## src/triac_firing_params.svh

```systemverilog
// Constants for the phase-angle triac firing controller
// Summary of operation
// RULE1 - The setpoint is quantised into five working levels, level one least power, level five most.
// RULE2 - A level indicator output always shows the currently selected working level.
// RULE3 - A higher setpoint gives a higher working level and a lower setpoint a lower one.
// RULE4 - The drive-active lamp stays steadily on while gate pulses are being issued correctly.
// RULE5 - With the setpoint at off the block is in standby and issues no gate pulses.
// RULE6 - When zero-crossing edges stop, firing halts and the drive-active lamp blinks.
// RULE7 - When zero-crossing edges return, normal control resumes on its own.
// RULE8 - Operation starts right after reset with no start command.
// RULE9 - On 50 Hz mains the delays are 8.5, 7.0, 5.5, 4.0 and 2.5 ms for levels one to five.
// RULE10 - On 60 Hz mains the delays are 7.0, 6.0, 5.0, 3.5 and 2.0 ms for levels one to five.
// RULE11 - The zero-cross input toggles at every mains zero crossing and each edge times the delay.
// RULE12 - Each gate pulse is 1 ms wide and starts once the selected delay has passed.
// RULE13 - The delay moves gradually toward its target, reaching full level in about 4 s.
// RULE14 - Mains frequency is judged from the interval between zero-crossing edges.
// RULE15 - Zero-cross loss is declared after a timeout well beyond a half period.
`ifndef TRIAC_FIRING_PARAMS_SVH
`define TRIAC_FIRING_PARAMS_SVH
`define CLK_HZ 10000000
`define US_TO_CYC(us) ((us) * (`CLK_HZ / 1000000))
// Delays in microseconds
`define DLY50_L1_US 8500
`define DLY50_L2_US 7000
`define DLY50_L3_US 5500
`define DLY50_L4_US 4000
`define DLY50_L5_US 2500
`define DLY60_L1_US 7000
`define DLY60_L2_US 6000
`define DLY60_L3_US 5000
`define DLY60_L4_US 3500
`define DLY60_L5_US 2000
`define GATE_PULSE_US 1000
// Half period above this is 50 Hz (between 8.33 and 10 ms)
`define FREQ_SPLIT_US 9170
`define ZC_TIMEOUT_US 30000
`define RAMP_TIME_US 4000000
`define BLINK_HALF_US 250000
`define TIMER_W 24
`endif

```

## src/triac_firing_pkg.sv

```systemverilog
// Types for the phase-angle triac firing controller
package triac_firing_pkg;
   typedef enum logic [1:0] {
      ST_STANDBY = 2'b00,
      ST_DELAY = 2'b01,
      ST_PULSE = 2'b11,
      ST_WAIT = 2'b10
   } fire_state_e;
   typedef struct packed {
      logic run_lamp;
      logic [4:0] level_leds;
   } indicator_s;
endpackage

```

## src/phase_angle_triac_firing.sv

```systemverilog
// Phase-angle triac firing controller top level
`timescale 1ns/1ps
`include "triac_firing_params.svh"
module phase_angle_triac_firing
   import triac_firing_pkg::*;
#(
   parameter int SETPOINT_W = 8,
   parameter int ZC_TIMEOUT_CYC = `US_TO_CYC(`ZC_TIMEOUT_US),
   parameter int RAMP_TIME_CYC = `US_TO_CYC(`RAMP_TIME_US),
   parameter int BLINK_HALF_CYC = `US_TO_CYC(`BLINK_HALF_US)
) (
   // Clock and reset
   input wire logic core_clk,
   input wire logic sys_rst,
   // Mains and setpoint
   input wire logic mains_zero_cross_input,
   input wire logic [SETPOINT_W-1:0] power_setpoint_knob,
   // Power stage
   output logic triac_gate,
   // Indicators
   output indicator_s indicators,
   output logic [2:0] working_level,
   output logic mains_60hz,
   output logic zc_lost
);
   localparam int TW = `TIMER_W;
   localparam int STEPS = 5 * 6;
   // Ramp moves one 0.1 ms step per tick; about 60 steps across the range over 4 s
   localparam int RAMP_TICK_CYC = RAMP_TIME_CYC / 60;
   localparam logic [TW-1:0] STEP_CYC = TW'(`US_TO_CYC(100));

   // ----------------------------------------
   // Input synchroniser
   // ----------------------------------------
   logic zc_meta_reg, zc_sync_reg, zc_prev_reg;
   logic [SETPOINT_W-1:0] sp_meta_reg, sp_sync_reg;
   // Two flops before any logic sees the pins
   always_ff @(posedge core_clk or posedge sys_rst) begin
      if (sys_rst) begin
         zc_meta_reg <= 1'b0;
         zc_sync_reg <= 1'b0;
         zc_prev_reg <= 1'b0;
         sp_meta_reg <= '0;
         sp_sync_reg <= '0;
      end else begin
         zc_meta_reg <= mains_zero_cross_input;
         zc_sync_reg <= zc_meta_reg;
         zc_prev_reg <= zc_sync_reg;
         sp_meta_reg <= power_setpoint_knob;
         sp_sync_reg <= sp_meta_reg;
      end
   end
   wire zc_edge = zc_sync_reg ^ zc_prev_reg; // RULE11

   // ----------------------------------------
   // Level quantisation
   // ----------------------------------------
   // Knob split into six equal bands: off plus five levels; monotonic in the setpoint
   wire [SETPOINT_W+2:0] sp_x6 = {3'b000, sp_sync_reg} * (SETPOINT_W+3)'(6);
   wire [2:0] level_next = 3'(sp_x6 >> SETPOINT_W); // RULE1 RULE3
   wire standby = (level_next == 3'd0); // RULE5

   // ----------------------------------------
   // Zero-cross timing, frequency and loss
   // ----------------------------------------
   logic [TW-1:0] since_zc_reg;
   logic lost_reg, is60_reg;
   // Count since the last edge, held once it reaches the timeout, times both the delay and the loss watch
   always_ff @(posedge core_clk or posedge sys_rst) begin
      if (sys_rst) begin
         since_zc_reg <= '0;
         lost_reg <= 1'b1;
         is60_reg <= 1'b0;
      end else if (zc_edge) begin
         since_zc_reg <= '0;
         lost_reg <= 1'b0; // RULE7
         if (!lost_reg) begin
            is60_reg <= (since_zc_reg < TW'(`US_TO_CYC(`FREQ_SPLIT_US))); // RULE14
         end
      end else if (since_zc_reg >= TW'(ZC_TIMEOUT_CYC)) begin
         lost_reg <= 1'b1; // RULE15 RULE6
      end else begin
         since_zc_reg <= since_zc_reg + TW'(1); // RULE15
      end
   end

   // ----------------------------------------
   // Target delay tables
   // ----------------------------------------
   logic [TW-1:0] tab50 [1:5];
   logic [TW-1:0] tab60 [1:5];
   assign tab50[1] = TW'(`US_TO_CYC(`DLY50_L1_US)); // RULE9
   assign tab50[2] = TW'(`US_TO_CYC(`DLY50_L2_US));
   assign tab50[3] = TW'(`US_TO_CYC(`DLY50_L3_US));
   assign tab50[4] = TW'(`US_TO_CYC(`DLY50_L4_US));
   assign tab50[5] = TW'(`US_TO_CYC(`DLY50_L5_US));
   assign tab60[1] = TW'(`US_TO_CYC(`DLY60_L1_US)); // RULE10
   assign tab60[2] = TW'(`US_TO_CYC(`DLY60_L2_US));
   assign tab60[3] = TW'(`US_TO_CYC(`DLY60_L3_US));
   assign tab60[4] = TW'(`US_TO_CYC(`DLY60_L4_US));
   assign tab60[5] = TW'(`US_TO_CYC(`DLY60_L5_US));
   wire [2:0] lvl_idx = standby ? 3'd1 : level_next;
   wire [TW-1:0] target_dly = is60_reg ? tab60[lvl_idx] : tab50[lvl_idx];

   // ----------------------------------------
   // Soft ramp of the applied delay
   // ----------------------------------------
   logic [TW-1:0] dly_reg;
   logic [TW-1:0] ramp_cnt_reg;
   wire ramp_tick = (ramp_cnt_reg >= TW'(RAMP_TICK_CYC - 1));
   wire [TW-1:0] dly_up = (target_dly - dly_reg > STEP_CYC) ? dly_reg + STEP_CYC : target_dly;
   wire [TW-1:0] dly_dn = (dly_reg - target_dly > STEP_CYC) ? dly_reg - STEP_CYC : target_dly;
   // Standby or loss parks the delay at the softest point so restarts ramp again
   always_ff @(posedge core_clk or posedge sys_rst) begin
      if (sys_rst) begin
         dly_reg <= TW'(`US_TO_CYC(`DLY50_L1_US));
         ramp_cnt_reg <= '0;
      end else begin
         ramp_cnt_reg <= ramp_tick ? '0 : ramp_cnt_reg + TW'(1);
         if (standby || lost_reg) begin
            dly_reg <= tab50[1];
         end else if (ramp_tick) begin
            dly_reg <= (target_dly > dly_reg) ? dly_up : dly_dn; // RULE13
         end
      end
   end

   // ----------------------------------------
   // Firing state machine
   // ----------------------------------------
   fire_state_e state_reg, state_next;
   logic [TW-1:0] pulse_cnt_reg;
   wire pulse_done = (pulse_cnt_reg >= TW'(`US_TO_CYC(`GATE_PULSE_US) - 1)); // RULE12
   // Runs from reset with no start command; a fresh edge restarts the delay, except during a gate pulse, which runs to its end
   always_comb begin
      state_next = state_reg;
      case (state_reg)
         ST_STANDBY: if (!standby && !lost_reg && zc_edge) state_next = ST_DELAY; // RULE8
         ST_DELAY: if (since_zc_reg >= dly_reg) state_next = ST_PULSE; // RULE12
         ST_PULSE: if (pulse_done) state_next = ST_WAIT; // RULE12
         ST_WAIT: if (zc_edge) state_next = ST_DELAY;
         default: state_next = ST_STANDBY;
      endcase
      if (standby || lost_reg) state_next = ST_STANDBY; // RULE5 RULE6
   end
   always_ff @(posedge core_clk or posedge sys_rst) begin
      if (sys_rst) begin
         state_reg <= ST_STANDBY;
         pulse_cnt_reg <= '0;
      end else begin
         state_reg <= state_next;
         pulse_cnt_reg <= (state_reg == ST_PULSE) ? pulse_cnt_reg + TW'(1) : '0;
      end
   end

   // ----------------------------------------
   // Outputs
   // ----------------------------------------
   logic gate_reg, blink_reg, lamp_reg;
   logic [TW-1:0] blink_cnt_reg;
   logic [4:0] leds_reg;
   logic [2:0] level_reg;
   // All outputs registered; lamp blinks only while the zero cross is missing
   always_ff @(posedge core_clk or posedge sys_rst) begin
      if (sys_rst) begin
         gate_reg <= 1'b0;
         blink_cnt_reg <= '0;
         blink_reg <= 1'b0;
         lamp_reg <= 1'b0;
         leds_reg <= '0;
         level_reg <= '0;
      end else begin
         gate_reg <= (state_next == ST_PULSE);
         blink_cnt_reg <= (blink_cnt_reg >= TW'(BLINK_HALF_CYC - 1)) ? '0
                          : blink_cnt_reg + TW'(1);
         if (blink_cnt_reg >= TW'(BLINK_HALF_CYC - 1)) blink_reg <= ~blink_reg;
         lamp_reg <= lost_reg ? blink_reg : (state_next != ST_STANDBY); // RULE4 RULE6
         level_reg <= level_next; // RULE2
         leds_reg <= standby ? 5'h00 : 5'(5'h01 << (level_next - 3'd1)); // RULE2
      end
   end
   assign triac_gate = gate_reg;
   assign indicators = '{run_lamp: lamp_reg, level_leds: leds_reg};
   assign working_level = level_reg;
   assign mains_60hz = is60_reg;
   assign zc_lost = lost_reg;
endmodule // phase_angle_triac_firing

```

## config.mk

```make
export PLATFORM = sky130hd
export DESIGN_NAME = phase_angle_triac_firing
export DESIGN_NICKNAME = d
export VERILOG_FILES = /design/src/triac_firing_pkg.sv /design/src/phase_angle_triac_firing.sv
export VERILOG_INCLUDE_DIRS = /design/src
export SDC_FILE = /design/constraint.sdc
export NUM_CORES = 1
export LEC_CHECK = 0
export BUFFER_PORTS_ARGS = -buffer_cell sky130_fd_sc_hd__buf_2
export CAP_MARGIN = 30
export CORE_MARGIN = 2
export CORE_UTILIZATION = 50
export DETAILED_ROUTE_END_ITERATION = 10
export PLACE_DENSITY_LB_ADDON = 0.08
export SLEW_MARGIN = 5
export SYNTH_ARGS = -nofsm -noshare
export SYNTH_HDL_FRONTEND = slang
export SYNTH_SLANG_ARGS = --single-unit
```

## constraint.sdc

```tcl
create_clock -name core_clk -period 5.69 [get_ports core_clk]
set_clock_uncertainty 0.2 [all_clocks]
set_input_delay 1.138 -clock core_clk [delete_from_list [all_inputs] [get_ports core_clk]]
set_output_delay 1.138 -clock core_clk [all_outputs]
set_load 0.01 [all_outputs]
```

Word level (Yosys, flattened, before mapping)
Memory sizes are Yosys's and may differ from the RTL's.
Cells that the tools add are included.
{"block": "classes", "addsub": 9, "multipliers": 1, "n_lt_le_gt_ge": 10, "eq_ne": 5, "shift": 1, "mux": 26, "bitwise_logic": 4, "n_reduce_logical": 11}
{"cell": "$mux W24", "n": 15}
{"cell": "$add A24 B1 Y24 const B", "n": 4}
{"cell": "$gt A24 B10 Y1 const B", "n": 2}
{"cell": "$sub A24 B24 Y24", "n": 2}
{"cell": "$add A24 B10 Y24 const B", "n": 1}
{"cell": "$ge A24 B14 Y1 const B", "n": 1}
{"cell": "$ge A24 B19 Y1 const B", "n": 1}
{"cell": "$ge A24 B20 Y1 const B", "n": 1}
{"cell": "$ge A24 B22 Y1 const B", "n": 1}
{"cell": "$ge A24 B24 Y1", "n": 1}
{"cell": "$gt A24 B24 Y1", "n": 1}
{"cell": "$lt A24 B17 Y1 const B", "n": 1}
{"cell": "$sub A24 B10 Y24 const B", "n": 1}
{"cell": "$mul A8 B2 Y10 const B", "n": 1}
{"cell": "$mux W2", "n": 5}
{"cell": "$pmux W2 S4", "n": 1}
{"cell": "$eq A2 B2 Y1 const B", "n": 3}
{"cell": "$reduce_bool A2 Y1", "n": 3}
{"cell": "$mux W5", "n": 1}
{"cell": "$shl A1 B3 Y5 const A", "n": 1}
{"cell": "$ge A4 B4 Y1 const B", "n": 1}
{"cell": "$not A3 Y4", "n": 1}
{"cell": "$logic_not A3 Y1", "n": 1}
{"cell": "$mux W1", "n": 3}
{"cell": "other kinds (11)", "n": 14}
{"block": "totals", "register_bits": 154, "romBits": 384, "inputBits": 11, "word_cells": 87, "n_memories": 2}
{"memory": "(no name shown)", "words": 8, "width": 24, "read_ports": 1, "rd_ports_with_merged_regs": 0, "wr": 0, "line_no": "phase_angle_triac_firing.sv:103", "source": "wire [TW-1:0] target_dly = is60_reg ? tab60[lvl_idx] : tab50[lvl_idx];"}
{"memory": "(no name shown)", "words": 8, "width": 24, "read_ports": 1, "rd_ports_with_merged_regs": 0, "wr": 0, "line_no": "phase_angle_triac_firing.sv:103"}

Longest topological paths before layout
{"block": "depth", "ltp_word": 14, "depth_mapped": 26, "mapped_depth_nobuf": 24}

Worst setup path before layout
Ideal clock, no wire load.
{"block": "synth_path", "path_kind": "reg-to-reg", "start": "register sp_sync_reg[1]", "end": "register dly_reg[17]", "setup_ns": 0.121, "arrival_ns": 5.461, "required_ns": 5.369, "path_slack_ns": -0.092, "stages_incl_launch_ff": 24, "n_path_buf": 1, "cell_sequence": "dfrtp_1 > ha_1 > a31o_2 > a21o_1 > a31o_2 > a311oi_4 > inv_2 > or4_1 > a21o_1 > o2111ai_1 > inv_1 > ha_1 > buf_6 > a21oi_2 > a2bb2oi_1 > o311ai_0 > or4_1 > a211oi_2 > o21ai_1 > a2111o_1 > nand2_4 > nor2_1 > a32o_1 > a22o_1"}
{"block": "synth_via", "elab_chain_cells": 14}
{"item": "start: declaration", "line_no": "phase_angle_triac_firing.sv:36", "source": "logic [SETPOINT_W-1:0] sp_meta_reg, sp_sync_reg;"}
{"item": "start signal: assignment", "line_no": "phase_angle_triac_firing.sv:50", "source": "sp_sync_reg <= sp_meta_reg;"}
{"item": "$mul A8 B2 Y10 (*)", "line_no": "phase_angle_triac_firing.sv:59", "source": "wire [SETPOINT_W+2:0] sp_x6 = {3'b000, sp_sync_reg} * (SETPOINT_W+3)'(6);"}
{"item": "net sp_x6[10]", "line_no": "phase_angle_triac_firing.sv:59"}
{"item": "$logic_not A3 Y1", "line_no": "phase_angle_triac_firing.sv:61", "source": "wire standby = (level_next == 3'd0);"}
{"item": "$mux W3", "line_no": "phase_angle_triac_firing.sv:102", "source": "wire [2:0] lvl_idx = standby ? 3'd1 : level_next;"}
{"item": "$not A3 Y4 (implied by the code)", "line_no": "phase_angle_triac_firing.sv:103"}
{"item": "$mem_v2 Z8 W24"}
{"item": "$mux W24 (implied by the code) (2 in series)", "line_no": "phase_angle_triac_firing.sv:103"}
{"item": "$mux W24", "line_no": "phase_angle_triac_firing.sv:103"}
{"item": "$sub A24 B24 Y24 (on tied branches)", "line_no": "phase_angle_triac_firing.sv:112, phase_angle_triac_firing.sv:111"}
{"item": "$gt A24 B10 Y1 (on tied branches)", "line_no": "phase_angle_triac_firing.sv:112, phase_angle_triac_firing.sv:111"}
{"item": "$mux W24 (on tied branches)", "line_no": "phase_angle_triac_firing.sv:112, phase_angle_triac_firing.sv:111"}
{"item": "$mux W24", "line_no": "phase_angle_triac_firing.sv:123", "source": "dly_reg <= (target_dly > dly_reg) ? dly_up : dly_dn;"}
{"item": "$mux W24", "line_no": "phase_angle_triac_firing.sv:122", "source": "end else if (ramp_tick) begin"}
{"item": "$mux W24", "line_no": "phase_angle_triac_firing.sv:120", "source": "if (standby || lost_reg) begin"}
{"item": "end signal: assignment", "line_no": "phase_angle_triac_firing.sv:116", "source": "dly_reg <= TW'(`US_TO_CYC(`DLY50_L1_US));"}
{"item": "end signal: assignment", "line_no": "phase_angle_triac_firing.sv:121", "source": "dly_reg <= tab50[1];"}
{"item": "end signal: assignment", "line_no": "phase_angle_triac_firing.sv:123"}
{"item": "end: declaration", "line_no": "phase_angle_triac_firing.sv:108", "source": "logic [TW-1:0] dly_reg;"}
The timed path passes the listed nets; every way through them passes the cells marked *. The select of a mux whose other input is x is not followed.
A chain may end at the register's enable or synchronous reset.

Worst setup path in the final report
{"block": "layout_path", "start": "register sp_sync_reg[2]", "end": "register dly_reg[6]"}
Same word-level chain as after synthesis.

==> impl_results.md <==
* Status: finished clean
* Leak Pwr at 5.705 nW
* Root buffer cell: clkbuf_16
* Yosys top cell area share at 35.02%
* Mapped Area at 0.01036 mm^2
* EDFF count, synth at 0
* Worst-case vdd ir drop at 0.2676 mV
* Clock slew at reported path FFs at 0.07 ns
* Top cells by area, synth: dfrtp_1, ha_1, nor2_1
* DR vias/cell at 5.758
* I/O pins at 23
* Flop pwr share at 23.2%
* Post-synth ARST share at 100.0%
* DP Wirelength at 20630 um
* Library cells used by synthesis at 82
* PD cells at 438.2 mW/mm^2
* Tot GR Track Use at 26.16%
* Largest net degree at the start of global routing at 69
* # diodes at 0
* Share of post-route cells with drive strength above 1 at 22.03%
* Num Clock Sinks at 151
* Fmax at 177.5 MHz
* # port buffers at 22
* Final Cell Area at 0.01274 mm^2
* Worst setup SP type: register
* Iteration-0 DRC count of the detailed router at 599
* Clk_lat worst skew at 0.43 ns
* MaxCap Viol Count at 0
* Area delta synth->final at 22.91%
* Worst-path cell chain: ha_1 -> a31o_2 -> a21o_1 -> a31o_4 -> a311oi_4 -> inv_2 -> or4_4 -> a21o_1 -> o2111ai_4 -> inv_2 -> ha_4 -> a21oi_4 -> o21ai_2 -> and4_1 -> or4_4 -> a211oi_4 -> o21ai_1 -> a2111o_1 -> nand2_4 -> buf_6 -> nor2_1 -> nor4_2 -> a22o_1
* Switch Pwr at 2.340 mW
* Sw Ratio at 41.92%
* Initial Util at 51.05%
* RSZ-0062 raised after global routing: true
* Clock power frac at 20.2%
* # fillers at 1789
* Core Region at 0.02030 mm^2
* Vias in the first global route at 9105
* First-pass GRT wire length at 46160 um
* Reg2Reg Setup Slack at 0.06 ns
* Seq/Total Area, Yosys at 36.54%
* Post-Syn Area per Cell at 8.600 um^2
* Die area at 0.02189 mm^2
* Hold_buf cts at 0
* Maximum clock insertion buffer count at 2
* FF+latch area at 0.003786 mm^2
* Period utilization at 99.02%
* Post-Route WL at 28050 um
* Total gr overflow at 0
* Final hold vios at 0
* Max-slew headroom at 33.15%
* Die Y-Extent at 148.0 um
* NumNets Final at 1422
* CP Capture Type: register
* Initial antenna violation count at 0
* First-pass DRT Iterations at 5
* Worst-path maximum fanout at 7
* TritonCTS clock tree: built
* Crit path DAT at 5.80 ns
* Row count at 52
* Crit path max-delay cell type: or4_4
* Remaining antenna violation count at 0
* Setup_tns at 0 ns
* Final min period at 5.634 ns
* Post-DP Area at 0.01164 mm^2
* Count leader, synth: nor2_1
* Routed wire per std cell at 17.24 um
* Cell Int Power at 3.241 mW
* Vias post-DR at 9368
* Post-route DRC at 0
* Slowest stage delay, CP at 0.53 ns
* Top cells by count, synth: nor2_1, dfrtp_1, nand2_1
* Worst hold-check path type: register to register
* Critical path class: register to register
* CP required at 5.86 ns
* Flops & latches, synth at 151
* Synth Instances at 1205
* Final setup violation count at 0
* Dominant synthesized flop cell: dfrtp_1
* Actual slew at the worst max-slew pin at 0.9990 ns
* Comb power frac at 56.6%
* Final GP Congestion at 0.9521
* Slew Viols, Final at 0
* Synth warnings at 0
* H-tree levels at 4
* CTS buffer count at 17
* Multi-input gate area at 0.006526 mm^2
* Leading area contributor after synthesis: dfrtp_1
* Die width at 148.0 um
[timing repair]
item	in CTS	in global routing
pin swaps	9	31
buffers inserted	1	7
cloned	0	0
endpoints found under the setup margin	21	21
resized for setup	22	82
[power by group through the flow]
stage / logic [mW] / clock network (mW) / registers [mW]
after global placement: 2.73 / 0 / 1.31
after global routing: 3.42 / 1.20 / 1.31
after detailed placement: 2.74 / 0 / 1.31
final: 3.16 / 1.13 / 1.30
after floorplan: 1.76 / 0 / 1.26
after CTS: 2.80 / 1.15 / 1.29
[per-layer routing]
metal  GRT usage (%)  wire [um]  vias to the layer above
li1                -          -                     4585
met1           36.24      13110                     4489
met2           43.06      13210                      250
met3           3.272       1103                       44
met4           8.000        629                        0
met5               0          0                        -
[path summary, 6_finish.rpt]
path                                 from        endpoint  depth (start not counted)
hold / removal             sp_meta_reg[7]  sp_sync_reg[7]                          0
hold reg to reg            sp_meta_reg[7]  sp_sync_reg[7]                          0
max in group asynchronous         sys_rst         zc_lost                          3
setup reg to reg           sp_sync_reg[2]      dly_reg[6]                         23
min in group asynchronous         sys_rst     zc_meta_reg                          2
setup / recovery           sp_sync_reg[2]      dly_reg[6]                         23
[worst max-delay path: cells and delay by family, from the launching register on]
| family | cells | cell delay [ns] |
|---|---|---|
| AOI/OAI and AO/OA | 12 | 2.51 |
| and+or+nand+nor | 6 | 1.60 |
| adders and majority gates | 2 | 0.57 |
| DFF | 1 | 0.38 |
| buffers and inverters | 3 | 0.31 |
[cell families after synthesis]
family / synth area share (%)
mux: 1.123
other cells: 0.03619
compound gates: 18.94
fa+ha+maj: 8.162
simple gates: 22.45
xor+xnor: 7.691
buf+inv: 5.059
flops: 36.54
[final cells by class]
cell class	instances	area share (%)
flip-flops and latches	151	29.73
repair buffers	163	9.588
well taps	270	2.653
clock buffers	18	3.448
clock inverters	14	1.238
multi-input cells	941	51.24
inverters	70	2.102
[layout by cell type, fill, tap and decap left out, drive strengths merged, types with 6 or more instances in the layout]
| cell type | n |
|---|---|
| nand2b | 12 |
| a21o | 25 |
| or3 | 15 |
| dfrtp | 145 |
| o31ai | 11 |
| ha | 66 |
| a31oi | 6 |
| nor2 | 159 |
| xor2 | 49 |
| o21ai | 62 |
| and3 | 21 |
| a211o | 6 |
| o22ai | 10 |
| and2 | 13 |
| buf | 163 |
| a211oi | 10 |
| nand3 | 63 |
| conb | 6 |
| nand2 | 88 |
| nor2b | 11 |
| a21oi | 72 |
| o211ai | 13 |
| mux2i | 6 |
| nor3 | 28 |
| o21a | 9 |
| inv | 78 |
| o221ai | 10 |
| or4 | 8 |
| clkbuf | 18 |
| dfstp | 6 |
| nand4 | 23 |
| xnor2 | 42 |
| nor4 | 15 |
[stage by stage]
stage / power [mW] / util (%) / setup slack, ns / hold WS (ns) / std cells
4_1_cts: 5.240 / 60.69 / 0.0009632 / 0.1473 / 1620
2_1_floorplan: 3.019 / - / 0.04736 / 0.1312 / 1210
3_3_place_gp: 4.040 / 57.21 / -0.1840 / 0.1330 / 1586
3_5_place_dp: 4.045 / 57.34 / -0.2135 / 0.1347 / 1587
6_report: 5.581 / 62.74 / 0.05596 / 0.1421 / 1627
5_1_grt: 5.921 / 62.74 / -0.1415 / 0.1574 / 1627
Power figures use the tool's default switching activity.
